[src/logic/global_irq_map.vh]
`ifndef GLOBAL_IRQ_MAP_VH
`define GLOBAL_IRQ_MAP_VH
// register indices (printed offsets are not all multiples of four)
`define IDX_SERIAL_IRQ_SUMMARY   8'h07
`define IDX_ETHERNET_IRQ_ENABLE  8'h08
`define IDX_ETHERNET_IRQ_SUMMARY 8'h09
`define IDX_QUEUE_IRQ_ENABLE     8'h0A
`define IDX_QUEUE_IRQ_SUMMARY    8'h0B
`define IDX_MUX_TESTER_IRQ_EN    8'h0C
`define IDX_MUX_TESTER_IRQ_SUM   8'h0D
`define IDX_PORT_CONNECTION_SEL  8'h0E
`define IDX_QUEUE_POINTER_RESET  8'h12
// field positions
`define BIT_SERIAL_TX            4
`define BIT_SERIAL_RX            0
`define BIT_ETHERNET             0
`define BIT_TX_QUEUE             4
`define BIT_RX_QUEUE             0
`define BIT_INVERSE_MUX          1
`define BIT_BIT_TESTER           0
`define BIT_CONNECT              0
`define BIT_RXQ_RD_PTR           3
`define BIT_RXQ_WR_PTR           2
`define BIT_TXQ_RD_PTR           1
`define BIT_TXQ_WR_PTR           0
// reset values
`define RST_IRQ_ENABLE           8'h00
`define RST_PORT_CONNECTION      8'h01
`define RST_QUEUE_POINTER        8'h00
// axi responses
`define RESP_OKAY                2'b00
`define RESP_SLVERR              2'b10
`endif

[src/logic/global_irq_summary_and_connection_ctrl.v]
// Contract
// - serial tx summary flag bit 4 of 0x07 follows enabled serial tx events.
// - serial rx summary flag bit 0 of 0x07 follows enabled serial rx events.
// - ethernet enable bit 0 of 0x08 gates ethernet summary onto interrupt.
// - ethernet summary flag bit 0 of 0x09 follows enabled ethernet events.
// - tx queue enable bit 4 of 0x0A gates tx queue summary onto interrupt.
// - rx queue enable bit 0 of 0x0A gates rx queue summary onto interrupt.
// - tx queue flag bit 4 of 0x0B follows threshold or overflow events.
// - rx queue flag bit 0 of 0x0B follows threshold or overflow events.
// - inverse mux enable bit 1 of 0x0C gates its summary onto interrupt.
// - bit tester enable bit 0 of 0x0C gates its summary onto interrupt.
// - inverse mux flag bit 1 of 0x0D follows its pending enabled event.
// - bit tester flag bit 0 of 0x0D follows its pending enabled event.
// - connect select bit 0 resets to 1 and joins ethernet and serial.
// - writing zero to the connection register breaks the connection.
// - disconnected: ones to serial tx and hdlc rx, hdlc clocks gated.
// - bit 3 of 0x12 high holds the rx queue read pointer in reset.
// - bit 2 of 0x12 high holds the rx queue write pointer in reset.
// - bit 1 of 0x12 high holds the tx queue read pointer in reset.
// - bit 0 of 0x12 high holds the tx queue write pointer in reset.
// - interrupt output is driven low while active.
//
// Chosen here: the AXI4-Lite interface to the registers.
`timescale 1ns/1ps
`default_nettype none
`include "global_irq_map.vh"
module global_irq_summary_and_connection_ctrl (
   // clock and reset
   input  wire        core_clk_i,
   input  wire        rstn_i,
   // axi4-lite write address
   input  wire [7:0]  s_axi_awaddr_i,
   input  wire        s_axi_awvalid_i,
   output reg         s_axi_awready_o,
   // axi4-lite write data
   input  wire [31:0] s_axi_wdata_i,
   input  wire [3:0]  s_axi_wstrb_i,
   input  wire        s_axi_wvalid_i,
   output reg         s_axi_wready_o,
   // axi4-lite write response
   output reg  [1:0]  s_axi_bresp_o,
   output reg         s_axi_bvalid_o,
   input  wire        s_axi_bready_i,
   // axi4-lite read address
   input  wire [7:0]  s_axi_araddr_i,
   input  wire        s_axi_arvalid_i,
   output reg         s_axi_arready_o,
   // axi4-lite read data
   output reg  [31:0] s_axi_rdata_o,
   output reg  [1:0]  s_axi_rresp_o,
   output reg         s_axi_rvalid_o,
   input  wire        s_axi_rready_i,
   // unit event levels (already enabled inside each unit)
   input  wire        serial_tx_event_i,
   input  wire        serial_rx_event_i,
   input  wire        ethernet_summary_source_i,
   input  wire        tx_queue_event_i,
   input  wire        rx_queue_event_i,
   input  wire        inverse_mux_event_i,
   input  wire        bit_tester_event_i,
   // interrupt pin, active low
   output reg         irq_n_o,
   // connection control
   output reg         port_connect_select_o,
   output reg         serial_tx_force_ones_o,
   output reg         hdlc_rx_force_ones_o,
   output reg         hdlc_tx_clk_en_o,
   output reg         hdlc_rx_clk_en_o,
   // queue pointer resets, level
   output reg         rx_queue_read_ptr_reset_o,
   output reg         rx_queue_write_ptr_reset_o,
   output reg         tx_queue_read_ptr_reset_o,
   output reg         tx_queue_write_ptr_reset_o
);

   // summary flags
   reg        serial_tx_summary_flag;
   reg        serial_rx_summary_flag;
   reg        ethernet_summary_flag;
   reg        tx_queue_summary_flag;
   reg        rx_queue_summary_flag;
   reg        inverse_mux_summary_flag;
   reg        bit_tester_summary_flag;
   // writable registers
   reg        ethernet_summary_enable;
   reg        tx_queue_summary_enable;
   reg        rx_queue_summary_enable;
   reg        inverse_mux_summary_enable;
   reg        bit_tester_summary_enable;
   reg        port_connect_select;
   reg [3:0]  queue_pointer_reset;
   // write channel capture
   reg        aw_held;
   reg        w_held;
   reg [7:0]  aw_addr;
   reg [31:0] w_data;
   reg [3:0]  w_strb;
   wire       do_write;
   wire       wr_hit;
   wire [7:0] wr_byte;
   reg [7:0]  rd_byte;
   reg        rd_hit;
   wire       next_irq;

   // reset images of the writable registers; each field takes its bit from here
   localparam [7:0] rst_enable_byte  = `RST_IRQ_ENABLE;
   localparam [7:0] rst_connect_byte = `RST_PORT_CONNECTION;
   localparam [7:0] rst_pointer_byte = `RST_QUEUE_POINTER;

   // byte address to register index; misaligned addresses map nowhere
   function [8:0] to_index;
      input [7:0] addr;
      begin
         to_index = {(addr[1:0] != 2'b00), 2'b00, addr[7:2]};
      end
   endfunction

   // known-register test used by both read and write decode
   function is_mapped;
      input [8:0] idx;
      begin
         case (idx)
            {1'b0, `IDX_SERIAL_IRQ_SUMMARY},
            {1'b0, `IDX_ETHERNET_IRQ_ENABLE},
            {1'b0, `IDX_ETHERNET_IRQ_SUMMARY},
            {1'b0, `IDX_QUEUE_IRQ_ENABLE},
            {1'b0, `IDX_QUEUE_IRQ_SUMMARY},
            {1'b0, `IDX_MUX_TESTER_IRQ_EN},
            {1'b0, `IDX_MUX_TESTER_IRQ_SUM},
            {1'b0, `IDX_PORT_CONNECTION_SEL},
            {1'b0, `IDX_QUEUE_POINTER_RESET}: is_mapped = 1'b1;
            default: is_mapped = 1'b0;
         endcase
      end
   endfunction

   // place two one-bit fields of a register at their bit positions; the
   // second field is written last, so the two positions must differ
   function [7:0] pack_pair;
      input         hi_val;
      input integer hi_pos;
      input         lo_val;
      input integer lo_pos;
      begin
         pack_pair         = 8'h00;
         pack_pair[hi_pos] = hi_val;
         pack_pair[lo_pos] = lo_val;
      end
   endfunction

   // flags follow unit state each cycle, no software path at all
   // a unit that lowers its event line clears the flag on the next edge, so
   // there is no set/clear race; software sees the level, not a history
   always @(posedge core_clk_i)
   begin
      if (!rstn_i)
      begin
         serial_tx_summary_flag   <= 1'b0;
         serial_rx_summary_flag   <= 1'b0;
         ethernet_summary_flag    <= 1'b0;
         tx_queue_summary_flag    <= 1'b0;
         rx_queue_summary_flag    <= 1'b0;
         inverse_mux_summary_flag <= 1'b0;
         bit_tester_summary_flag  <= 1'b0;
      end
      else
      begin
         serial_tx_summary_flag   <= serial_tx_event_i;
         serial_rx_summary_flag   <= serial_rx_event_i;
         ethernet_summary_flag    <= ethernet_summary_source_i;
         tx_queue_summary_flag    <= tx_queue_event_i;
         rx_queue_summary_flag    <= rx_queue_event_i;
         inverse_mux_summary_flag <= inverse_mux_event_i;
         bit_tester_summary_flag  <= bit_tester_event_i;
      end
   end

   // serial flags have their enable upstream, so they drive the pin directly
   // limitation: serial sources cannot be masked here, only at their unit
   assign next_irq = serial_tx_summary_flag | serial_rx_summary_flag
                   | (ethernet_summary_flag & ethernet_summary_enable)
                   | (tx_queue_summary_flag & tx_queue_summary_enable)
                   | (rx_queue_summary_flag & rx_queue_summary_enable)
                   | (inverse_mux_summary_flag & inverse_mux_summary_enable)
                   | (bit_tester_summary_flag & bit_tester_summary_enable);

   // write happens once both address and data are held and no response pends
   // holding both channels until the response is taken keeps one write in
   // flight, so a fresh address can never pair with stale data
   assign do_write = aw_held & w_held & ~s_axi_bvalid_o;
   assign wr_hit   = is_mapped(to_index(aw_addr));
   assign wr_byte  = w_data[7:0];

   // axi write channels: accept each independently, answer after both
   always @(posedge core_clk_i)
   begin
      if (!rstn_i)
      begin
         aw_held         <= 1'b0;
         w_held          <= 1'b0;
         aw_addr         <= 8'h00;
         w_data          <= 32'h0000_0000;
         w_strb          <= 4'h0;
         s_axi_awready_o <= 1'b1;
         s_axi_wready_o  <= 1'b1;
         s_axi_bvalid_o  <= 1'b0;
         s_axi_bresp_o   <= `RESP_OKAY;
      end
      else
      begin
         if (s_axi_awvalid_i && s_axi_awready_o)
         begin
            aw_held         <= 1'b1;
            aw_addr         <= s_axi_awaddr_i;
            s_axi_awready_o <= 1'b0;
         end
         if (s_axi_wvalid_i && s_axi_wready_o)
         begin
            w_held         <= 1'b1;
            w_data         <= s_axi_wdata_i;
            w_strb         <= s_axi_wstrb_i;
            s_axi_wready_o <= 1'b0;
         end
         if (do_write)
         begin
            aw_held        <= 1'b0;
            w_held         <= 1'b0;
            s_axi_bvalid_o <= 1'b1;
            s_axi_bresp_o  <= wr_hit ? `RESP_OKAY : `RESP_SLVERR;
         end
         // ready returns only after the response is taken
         if (s_axi_bvalid_o && s_axi_bready_i)
         begin
            s_axi_bvalid_o  <= 1'b0;
            s_axi_awready_o <= 1'b1;
            s_axi_wready_o  <= 1'b1;
         end
      end
   end

   // register stores; writes to summary addresses fall through unchanged
   // a write without byte lane 0 is answered but leaves every register as it was
   always @(posedge core_clk_i)
   begin
      if (!rstn_i)
      begin
         ethernet_summary_enable    <= rst_enable_byte[`BIT_ETHERNET];
         tx_queue_summary_enable    <= rst_enable_byte[`BIT_TX_QUEUE];
         rx_queue_summary_enable    <= rst_enable_byte[`BIT_RX_QUEUE];
         inverse_mux_summary_enable <= rst_enable_byte[`BIT_INVERSE_MUX];
         bit_tester_summary_enable  <= rst_enable_byte[`BIT_BIT_TESTER];
         port_connect_select        <= rst_connect_byte[`BIT_CONNECT];
         queue_pointer_reset        <= rst_pointer_byte[3:0];
      end
      else if (do_write && w_strb[0])
      begin
         case (to_index(aw_addr))
            {1'b0, `IDX_ETHERNET_IRQ_ENABLE}:
               ethernet_summary_enable <= wr_byte[`BIT_ETHERNET];
            {1'b0, `IDX_QUEUE_IRQ_ENABLE}:
            begin
               tx_queue_summary_enable <= wr_byte[`BIT_TX_QUEUE];
               rx_queue_summary_enable <= wr_byte[`BIT_RX_QUEUE];
            end
            {1'b0, `IDX_MUX_TESTER_IRQ_EN}:
            begin
               inverse_mux_summary_enable <= wr_byte[`BIT_INVERSE_MUX];
               bit_tester_summary_enable  <= wr_byte[`BIT_BIT_TESTER];
            end
            {1'b0, `IDX_PORT_CONNECTION_SEL}:
               port_connect_select <= wr_byte[`BIT_CONNECT];
            {1'b0, `IDX_QUEUE_POINTER_RESET}:
               queue_pointer_reset <= wr_byte[3:0];
            default:
               queue_pointer_reset <= queue_pointer_reset;
         endcase
      end
   end

   // read data mux
   always @*
   begin
      rd_byte = 8'h00;
      rd_hit  = is_mapped(to_index(s_axi_araddr_i));
      case (to_index(s_axi_araddr_i))
         {1'b0, `IDX_SERIAL_IRQ_SUMMARY}:
            rd_byte = pack_pair(serial_tx_summary_flag, `BIT_SERIAL_TX,
                                serial_rx_summary_flag, `BIT_SERIAL_RX);
         {1'b0, `IDX_ETHERNET_IRQ_ENABLE}:
            rd_byte = {7'b000_0000, ethernet_summary_enable};
         {1'b0, `IDX_ETHERNET_IRQ_SUMMARY}:
            rd_byte = {7'b000_0000, ethernet_summary_flag};
         {1'b0, `IDX_QUEUE_IRQ_ENABLE}:
            rd_byte = pack_pair(tx_queue_summary_enable, `BIT_TX_QUEUE,
                                rx_queue_summary_enable, `BIT_RX_QUEUE);
         {1'b0, `IDX_QUEUE_IRQ_SUMMARY}:
            rd_byte = pack_pair(tx_queue_summary_flag, `BIT_TX_QUEUE,
                                rx_queue_summary_flag, `BIT_RX_QUEUE);
         {1'b0, `IDX_MUX_TESTER_IRQ_EN}:
            rd_byte = pack_pair(inverse_mux_summary_enable, `BIT_INVERSE_MUX,
                                bit_tester_summary_enable, `BIT_BIT_TESTER);
         {1'b0, `IDX_MUX_TESTER_IRQ_SUM}:
            rd_byte = pack_pair(inverse_mux_summary_flag, `BIT_INVERSE_MUX,
                                bit_tester_summary_flag, `BIT_BIT_TESTER);
         {1'b0, `IDX_PORT_CONNECTION_SEL}:
            rd_byte = {7'b000_0000, port_connect_select};
         {1'b0, `IDX_QUEUE_POINTER_RESET}:
            rd_byte = {4'h0, queue_pointer_reset};
         default:
            rd_byte = 8'h00;
      endcase
   end

   // axi read: one outstanding, arready drops until rdata is taken
   // rdata is captured once, so a late rready still sees the value of the request
   always @(posedge core_clk_i)
   begin
      if (!rstn_i)
      begin
         s_axi_arready_o <= 1'b1;
         s_axi_rvalid_o  <= 1'b0;
         s_axi_rdata_o   <= 32'h0000_0000;
         s_axi_rresp_o   <= `RESP_OKAY;
      end
      else if (s_axi_arvalid_i && s_axi_arready_o)
      begin
         s_axi_arready_o <= 1'b0;
         s_axi_rvalid_o  <= 1'b1;
         s_axi_rdata_o   <= {24'h00_0000, rd_byte};
         s_axi_rresp_o   <= rd_hit ? `RESP_OKAY : `RESP_SLVERR;
      end
      else if (s_axi_rvalid_o && s_axi_rready_i)
      begin
         s_axi_rvalid_o  <= 1'b0;
         s_axi_arready_o <= 1'b1;
      end
   end

   // outputs registered; force-ones and clock gating track the connect bit
   // the pin idles high out of reset, so no false interrupt follows release
   always @(posedge core_clk_i)
   begin
      if (!rstn_i)
      begin
         irq_n_o                    <= 1'b1;
         port_connect_select_o      <= rst_connect_byte[`BIT_CONNECT];
         serial_tx_force_ones_o     <= ~rst_connect_byte[`BIT_CONNECT];
         hdlc_rx_force_ones_o       <= ~rst_connect_byte[`BIT_CONNECT];
         hdlc_tx_clk_en_o           <= rst_connect_byte[`BIT_CONNECT];
         hdlc_rx_clk_en_o           <= rst_connect_byte[`BIT_CONNECT];
         rx_queue_read_ptr_reset_o  <= rst_pointer_byte[`BIT_RXQ_RD_PTR];
         rx_queue_write_ptr_reset_o <= rst_pointer_byte[`BIT_RXQ_WR_PTR];
         tx_queue_read_ptr_reset_o  <= rst_pointer_byte[`BIT_TXQ_RD_PTR];
         tx_queue_write_ptr_reset_o <= rst_pointer_byte[`BIT_TXQ_WR_PTR];
      end
      else
      begin
         irq_n_o                    <= ~next_irq;
         port_connect_select_o      <= port_connect_select;
         serial_tx_force_ones_o     <= ~port_connect_select;
         hdlc_rx_force_ones_o       <= ~port_connect_select;
         hdlc_tx_clk_en_o           <= port_connect_select;
         hdlc_rx_clk_en_o           <= port_connect_select;
         rx_queue_read_ptr_reset_o  <= queue_pointer_reset[`BIT_RXQ_RD_PTR];
         rx_queue_write_ptr_reset_o <= queue_pointer_reset[`BIT_RXQ_WR_PTR];
         tx_queue_read_ptr_reset_o  <= queue_pointer_reset[`BIT_TXQ_RD_PTR];
         tx_queue_write_ptr_reset_o <= queue_pointer_reset[`BIT_TXQ_WR_PTR];
      end
   end

endmodule // global_irq_summary_and_connection_ctrl
`default_nettype wire

[config.mk]
export PLATFORM = sky130hd
export DESIGN_NAME = global_irq_summary_and_connection_ctrl
export DESIGN_NICKNAME = d
export VERILOG_FILES = /design/src/logic/global_irq_summary_and_connection_ctrl.v
export VERILOG_INCLUDE_DIRS = /design/src /design/src/logic
export SDC_FILE = /design/constraint.sdc
export NUM_CORES = 1
export LEC_CHECK = 0
export BUFFER_PORTS_ARGS = -buffer_cell sky130_fd_sc_hd__buf_2
export CAP_MARGIN = 5
export CORE_AREA = 2 2 74 76
export DETAILED_ROUTE_END_ITERATION = 16
export DIE_AREA = 0 0 76 78
export PLACE_DENSITY = 0.86
export RECOVER_POWER = 50
export SYNTH_ARGS = -nofsm -noshare
export SYNTH_HDL_FRONTEND = slang
export SYNTH_SLANG_ARGS = --single-unit
[constraint.sdc]
create_clock -name core_clk_i -period 3.9 [get_ports core_clk_i]
set_input_delay 0.585 -clock core_clk_i [delete_from_list [all_inputs] [get_ports core_clk_i]]
set_output_delay 0.585 -clock core_clk_i [all_outputs]
set_load 0.03 [all_outputs]
# Word level (Yosys, flattened, before mapping)
# Memory sizes are Yosys's and may differ from the RTL's. A register that Yosys moved wholly into a read port is not among the register bits.
# Index checks and enable logic that the tools add are counted.
[word_totals]
ff_bits = 57
mem_bits_ro = 64
in_bits = 66
output_inout_bits = 51
wordCells = 96
memories = 2
[mem_list]
columns = ["memory", "depth", "word_bits", "rd", "rd_clocked_by_memory_dff", "wr", "line_no", "text"]
rows = [
  ["(no name shown)", 32, 1, 1, 0, 0, "global_irq_summary_and_connection_ctrl.v:122", "case (idx)"],
  ["(no name shown)", 32, 1, 1, 1, 0, "global_irq_summary_and_connection_ctrl.v:122", ""],
]
[op_classes]
n_eq_ne = 14
muxes = 11
bitwise = 17
n_reduce_logical = 18
[ops]
columns = ["cell", "n"]
rows = [
  ["equality test 7 x 4 -> 1 bit (second input constant)", 11],
  ["case mux 5 bit (9 select lines)", 1],
  ["equality test 7 x 5 -> 1 bit (second input constant)", 2],
  ["two-way mux 5 bit", 2],
  ["AND reduction 2 bit", 5],
  ["bitwise AND 1 bit", 7],
  ["equality test 7 x 3 -> 1 bit (second input constant)", 1],
  ["logical AND 1 bit", 6],
  ["two-way mux 1 bit", 6],
  ["bitwise OR 1 bit", 6],
  ["nonzero test 2 bit", 3],
  ["zero test 2 bit", 2],
  ["two-way mux 2 bit", 2],
  ["NOT 1 bit", 4],
  ["OR reduction 2 bit", 2],
]

# Longest topological paths before layout
[depth]
ltp_word = 7
ltp_mapped = 5

# Least setup slack after synthesis
# OpenSTA, ideal clock, no wires.
[synth_timing]
path_kind = "input to register"
start = "input s_axi_araddr_i[4]"
end = "register s_axi_rdata_o[1]"
setup_time_ps = 101
arrival_time_ps = 1649
required_time_ps = 3799
slack_ps = 2150
stages = 5
path_cell_list = "clkbuf_1 or3b_1 a21oi_1 o21ai_1 o41ai_1"
[synth_via]
elab_chain_len = 2
word_cells_on_any_way = 10
[synth_rtl]
columns = ["element", "line_no", "text"]
rows = [
  ["start, declared", "global_irq_summary_and_connection_ctrl.v:45", "input wire [7:0] s_axi_araddr_i,"],
  ["equality test 7 x 5 -> 1 bit, or another cell as far along", "global_irq_summary_and_connection_ctrl.v:285", "case (to_index(s_axi_araddr_i))"],
  ["case mux 5 bit (9 select lines) *", "global_irq_summary_and_connection_ctrl.v:285", ""],
  ["end signal, assigned", "global_irq_summary_and_connection_ctrl.v:329", "s_axi_rdata_o <= {24'h00_0000, rd_byte};"],
  ["end, declared", "global_irq_summary_and_connection_ctrl.v:49", "output reg [31:0] s_axi_rdata_o,"],
]
# Mark *: on every way between the ends. The rest lies on a longest branch, timed or not.
# A chain may end at the register's enable or synchronous reset.

==> results.yml <==
run_status:
  status: "completed"
grt:
  grt_overflow: 0
  grt_pass1_wl_um: 7790
  grt_use_met1_pct: 18.53
  grt-busiest-layer: "met2"
  grt_use_met3_pct: 5.116
  grt_util_all_layers_pct: 16.13
  grt_pass1_vias: 1815
  grt_use_met2_pct: 28.30
  antenna_found_initial: 0
  grt_max_degree: 36
clock_network:
  cts_tree: "built"
  ctsHtreeMaxLevel: 2
  cts.path.max_buffers: 2
  cts_resized: 0
  root_buffer: "clkbuf_8"
  cts_made_buffers: 5
  insertion_delay_ns: 0.31
  numClockSinks: 53
  clk_pin_slew_ns: 0.09
  post_cts_buffers: 0
  cts_hold_buffers: 0
timing:
  hold_viol: 0
  fin_crit_ns: 2.657
  fin_setup_tns_ns: 0
  max_slew_margin_pct: 9.838
  worst_slew_pin_slew_ns: 1.352
  skew_ns: 0.006591
  rsz0062_at_grt: "false"
  slew_violations: 0
  fin_ws_ns: 1.243
  fin_crit_sh_pct: 68.13
  max_freq_mhz: 376.3
  setup_viol: 0
die:
  row_count: 26
  die-area_um2: 5928
  io-pin-count: 117
  start_util_pct: 47.89
  die-height_um: 78
  fp.coreArea_um2: 5042
  die_w_um: 76
yosys:
  ys_top_cells_by_area: "dfxtp_1 (44%), buf_4 (9.9%), nand2_1 (4.5%)"
  avgSynthCellArea_um2: 8.781
  ys_types: 47
  netlist_area_um2: 2415
  yosysWarnings: 0
  syn_inst: 275
  yosysTopAreaCellShare_pct: 43.94
  ys_async_sr_fraction_pct: 0
  synth_edf_count: 0
  yosysTopAreaCell: "dfxtp_1"
  ys_seq_area_share_pct: 43.94
  synth_seq_cells: 53
  synth_ff_type: "dfxtp_1"
worst_setup_path:
  cp.arrival_ns: 2.86
  crit_type: "in -> reg"
  cp_max_fo: 35
  endpoint_kind: "register"
  startpoint_type: "input port"
  cp.required_ns: 4.10
power_and_ir_drop:
  power_density_nw_per_um2: 386.8
  vdd_drop_max_mv: 0.1929
  power_leakage_nw: 1.184
  total_power_w: 0.001037
placement:
  dp_slack_ns: 1.700
  hpwl_um: 3406
  place.gp.congestion: 0.8803
  io_buffers: 57
final_layout:
  regArea_um2: 1061
  layout_common_cells: "dfxtp_1 (53), buf_2 (43), nand2_1 (29), conb_1 (29), a21oi_1 (20)"
  layout_commonest_cell: "dfxtp_1"
  final_nets: 388
  multiInputGateArea_um2: 1127
  n_antenna_cell: 0
  final_layout_size_suffix_gt1_share_pct: 17.96
  syn2layout_area_growth_pct: 10.98
  n_fill_cell: 500
detailed_routing:
  dr.pass1.iters: 4
  detail-route-antenna-nets: 0
  drt_wl_total_um: 4545
  drc: 0
  viasPerCell: 4.880
  avgRoutedWirePerCell_um: 11.56
  drt-initial-drc-count: 66
  dr_total_vias: 1918
hold_path:
  min_path_type: "reg -> reg"
flow_run:
  cap_violations: 0
==> critical path, stage by stage <==
cell and delay [ns]:
clkbuf_1 0.96, inv_1 0.69, a21oi_1 0.38, nor2_1 0.08, o2bb2ai_1 0.13
==> sequential cells by signal, summed over array words and instances (netlist names), 4 cells and up, named ones only <==
| name | flops |
|---|---|
| aw_addr | 8 |
| queue_pointer_reset | 4 |
| s_axi_rdata_o | 5 |
| w_data | 5 |
==> final timing paths <==
kind	start	endpoint	slack, ns	cells past startpoint
worst max-delay path	rstn_i	register	1.24	5
worst min-delay path	register	s_axi_bresp_o[1]$_SDFFE_PN0P_	0.43	1
worst max register to register	aw_addr[7]$_SDFFE_PN0N_	queue_pointer_reset[3]$_SDFFE_PN0P_	2.22	4
worst min register to register	register	s_axi_bresp_o[1]$_SDFFE_PN0P_	0.43	1
==> stage by stage <==
step / hold WS [ns] / area [um2] / util [%] / cells
after floorplan: 0.3923 / 2520 / - / 303
after global placement: 0.4004 / 2603 / 51.61 / 385
after detailed placement: 0.4213 / 2603 / 51.61 / 385
after CTS: 0.4375 / 2698 / 53.50 / 393
after global routing: 0.4559 / 2680 / 53.15 / 393
final: 0.4329 / 2680 / 53.15 / 393
==> final cells by class <==
type                            count  share of cell area [%]
Sequential cell                    53                   39.59
Timing Repair Buffer               57                   9.991
Clock buffer                        5                   2.568
Tap cell                           70                   3.268
Multi-Input combinational cell    194                   42.06
Clock inverter                      3                  0.9804
Inverter                           11                   1.541
==> report_power, final <==
part / switching [W] / internal [W] / total (W)
sequential: 0.0000175 / 0.000562 / 0.000579
combinational: 0.0000982 / 0.0000427 / 0.000141
clock: 0.000186 / 0.000131 / 0.000317
==> synthesized netlist by cell type, types with 4 or more instances <==
library cell / count
a21oi_1: 20
and2_1: 10
buf_4: 32
clkbuf_1: 12
dfxtp_1: 53
inv_1: 11
mux2i_1: 8
nand2_1: 29
nand2b_1: 7
nand3_1: 17
nand3b_1: 4
nor2_1: 11
o21ai_0: 12
==> layer usage <==
metal / up-vias / share of wire [%]
met2: 61 / 48
met4: 0 / 1.4
met5: - / 0
li1: 985 / -
met3: 9 / 6.3
met1: 863 / 44
==> kinds of logic after synthesis <==
| family | count (synthesis) | share of synthesized area [%] |
|---|---|---|
| other | 1 | 0.1553 |
| multiplexers | 9 | 4.249 |
| AND/OR/NAND/NOR | 102 | 24.14 |
| flip-flops | 53 | 43.94 |
| AO/OA/AOI/OAI | 54 | 13.78 |
| buffers and inverters | 56 | 13.73 |
(Power assumes the default switching activity.)
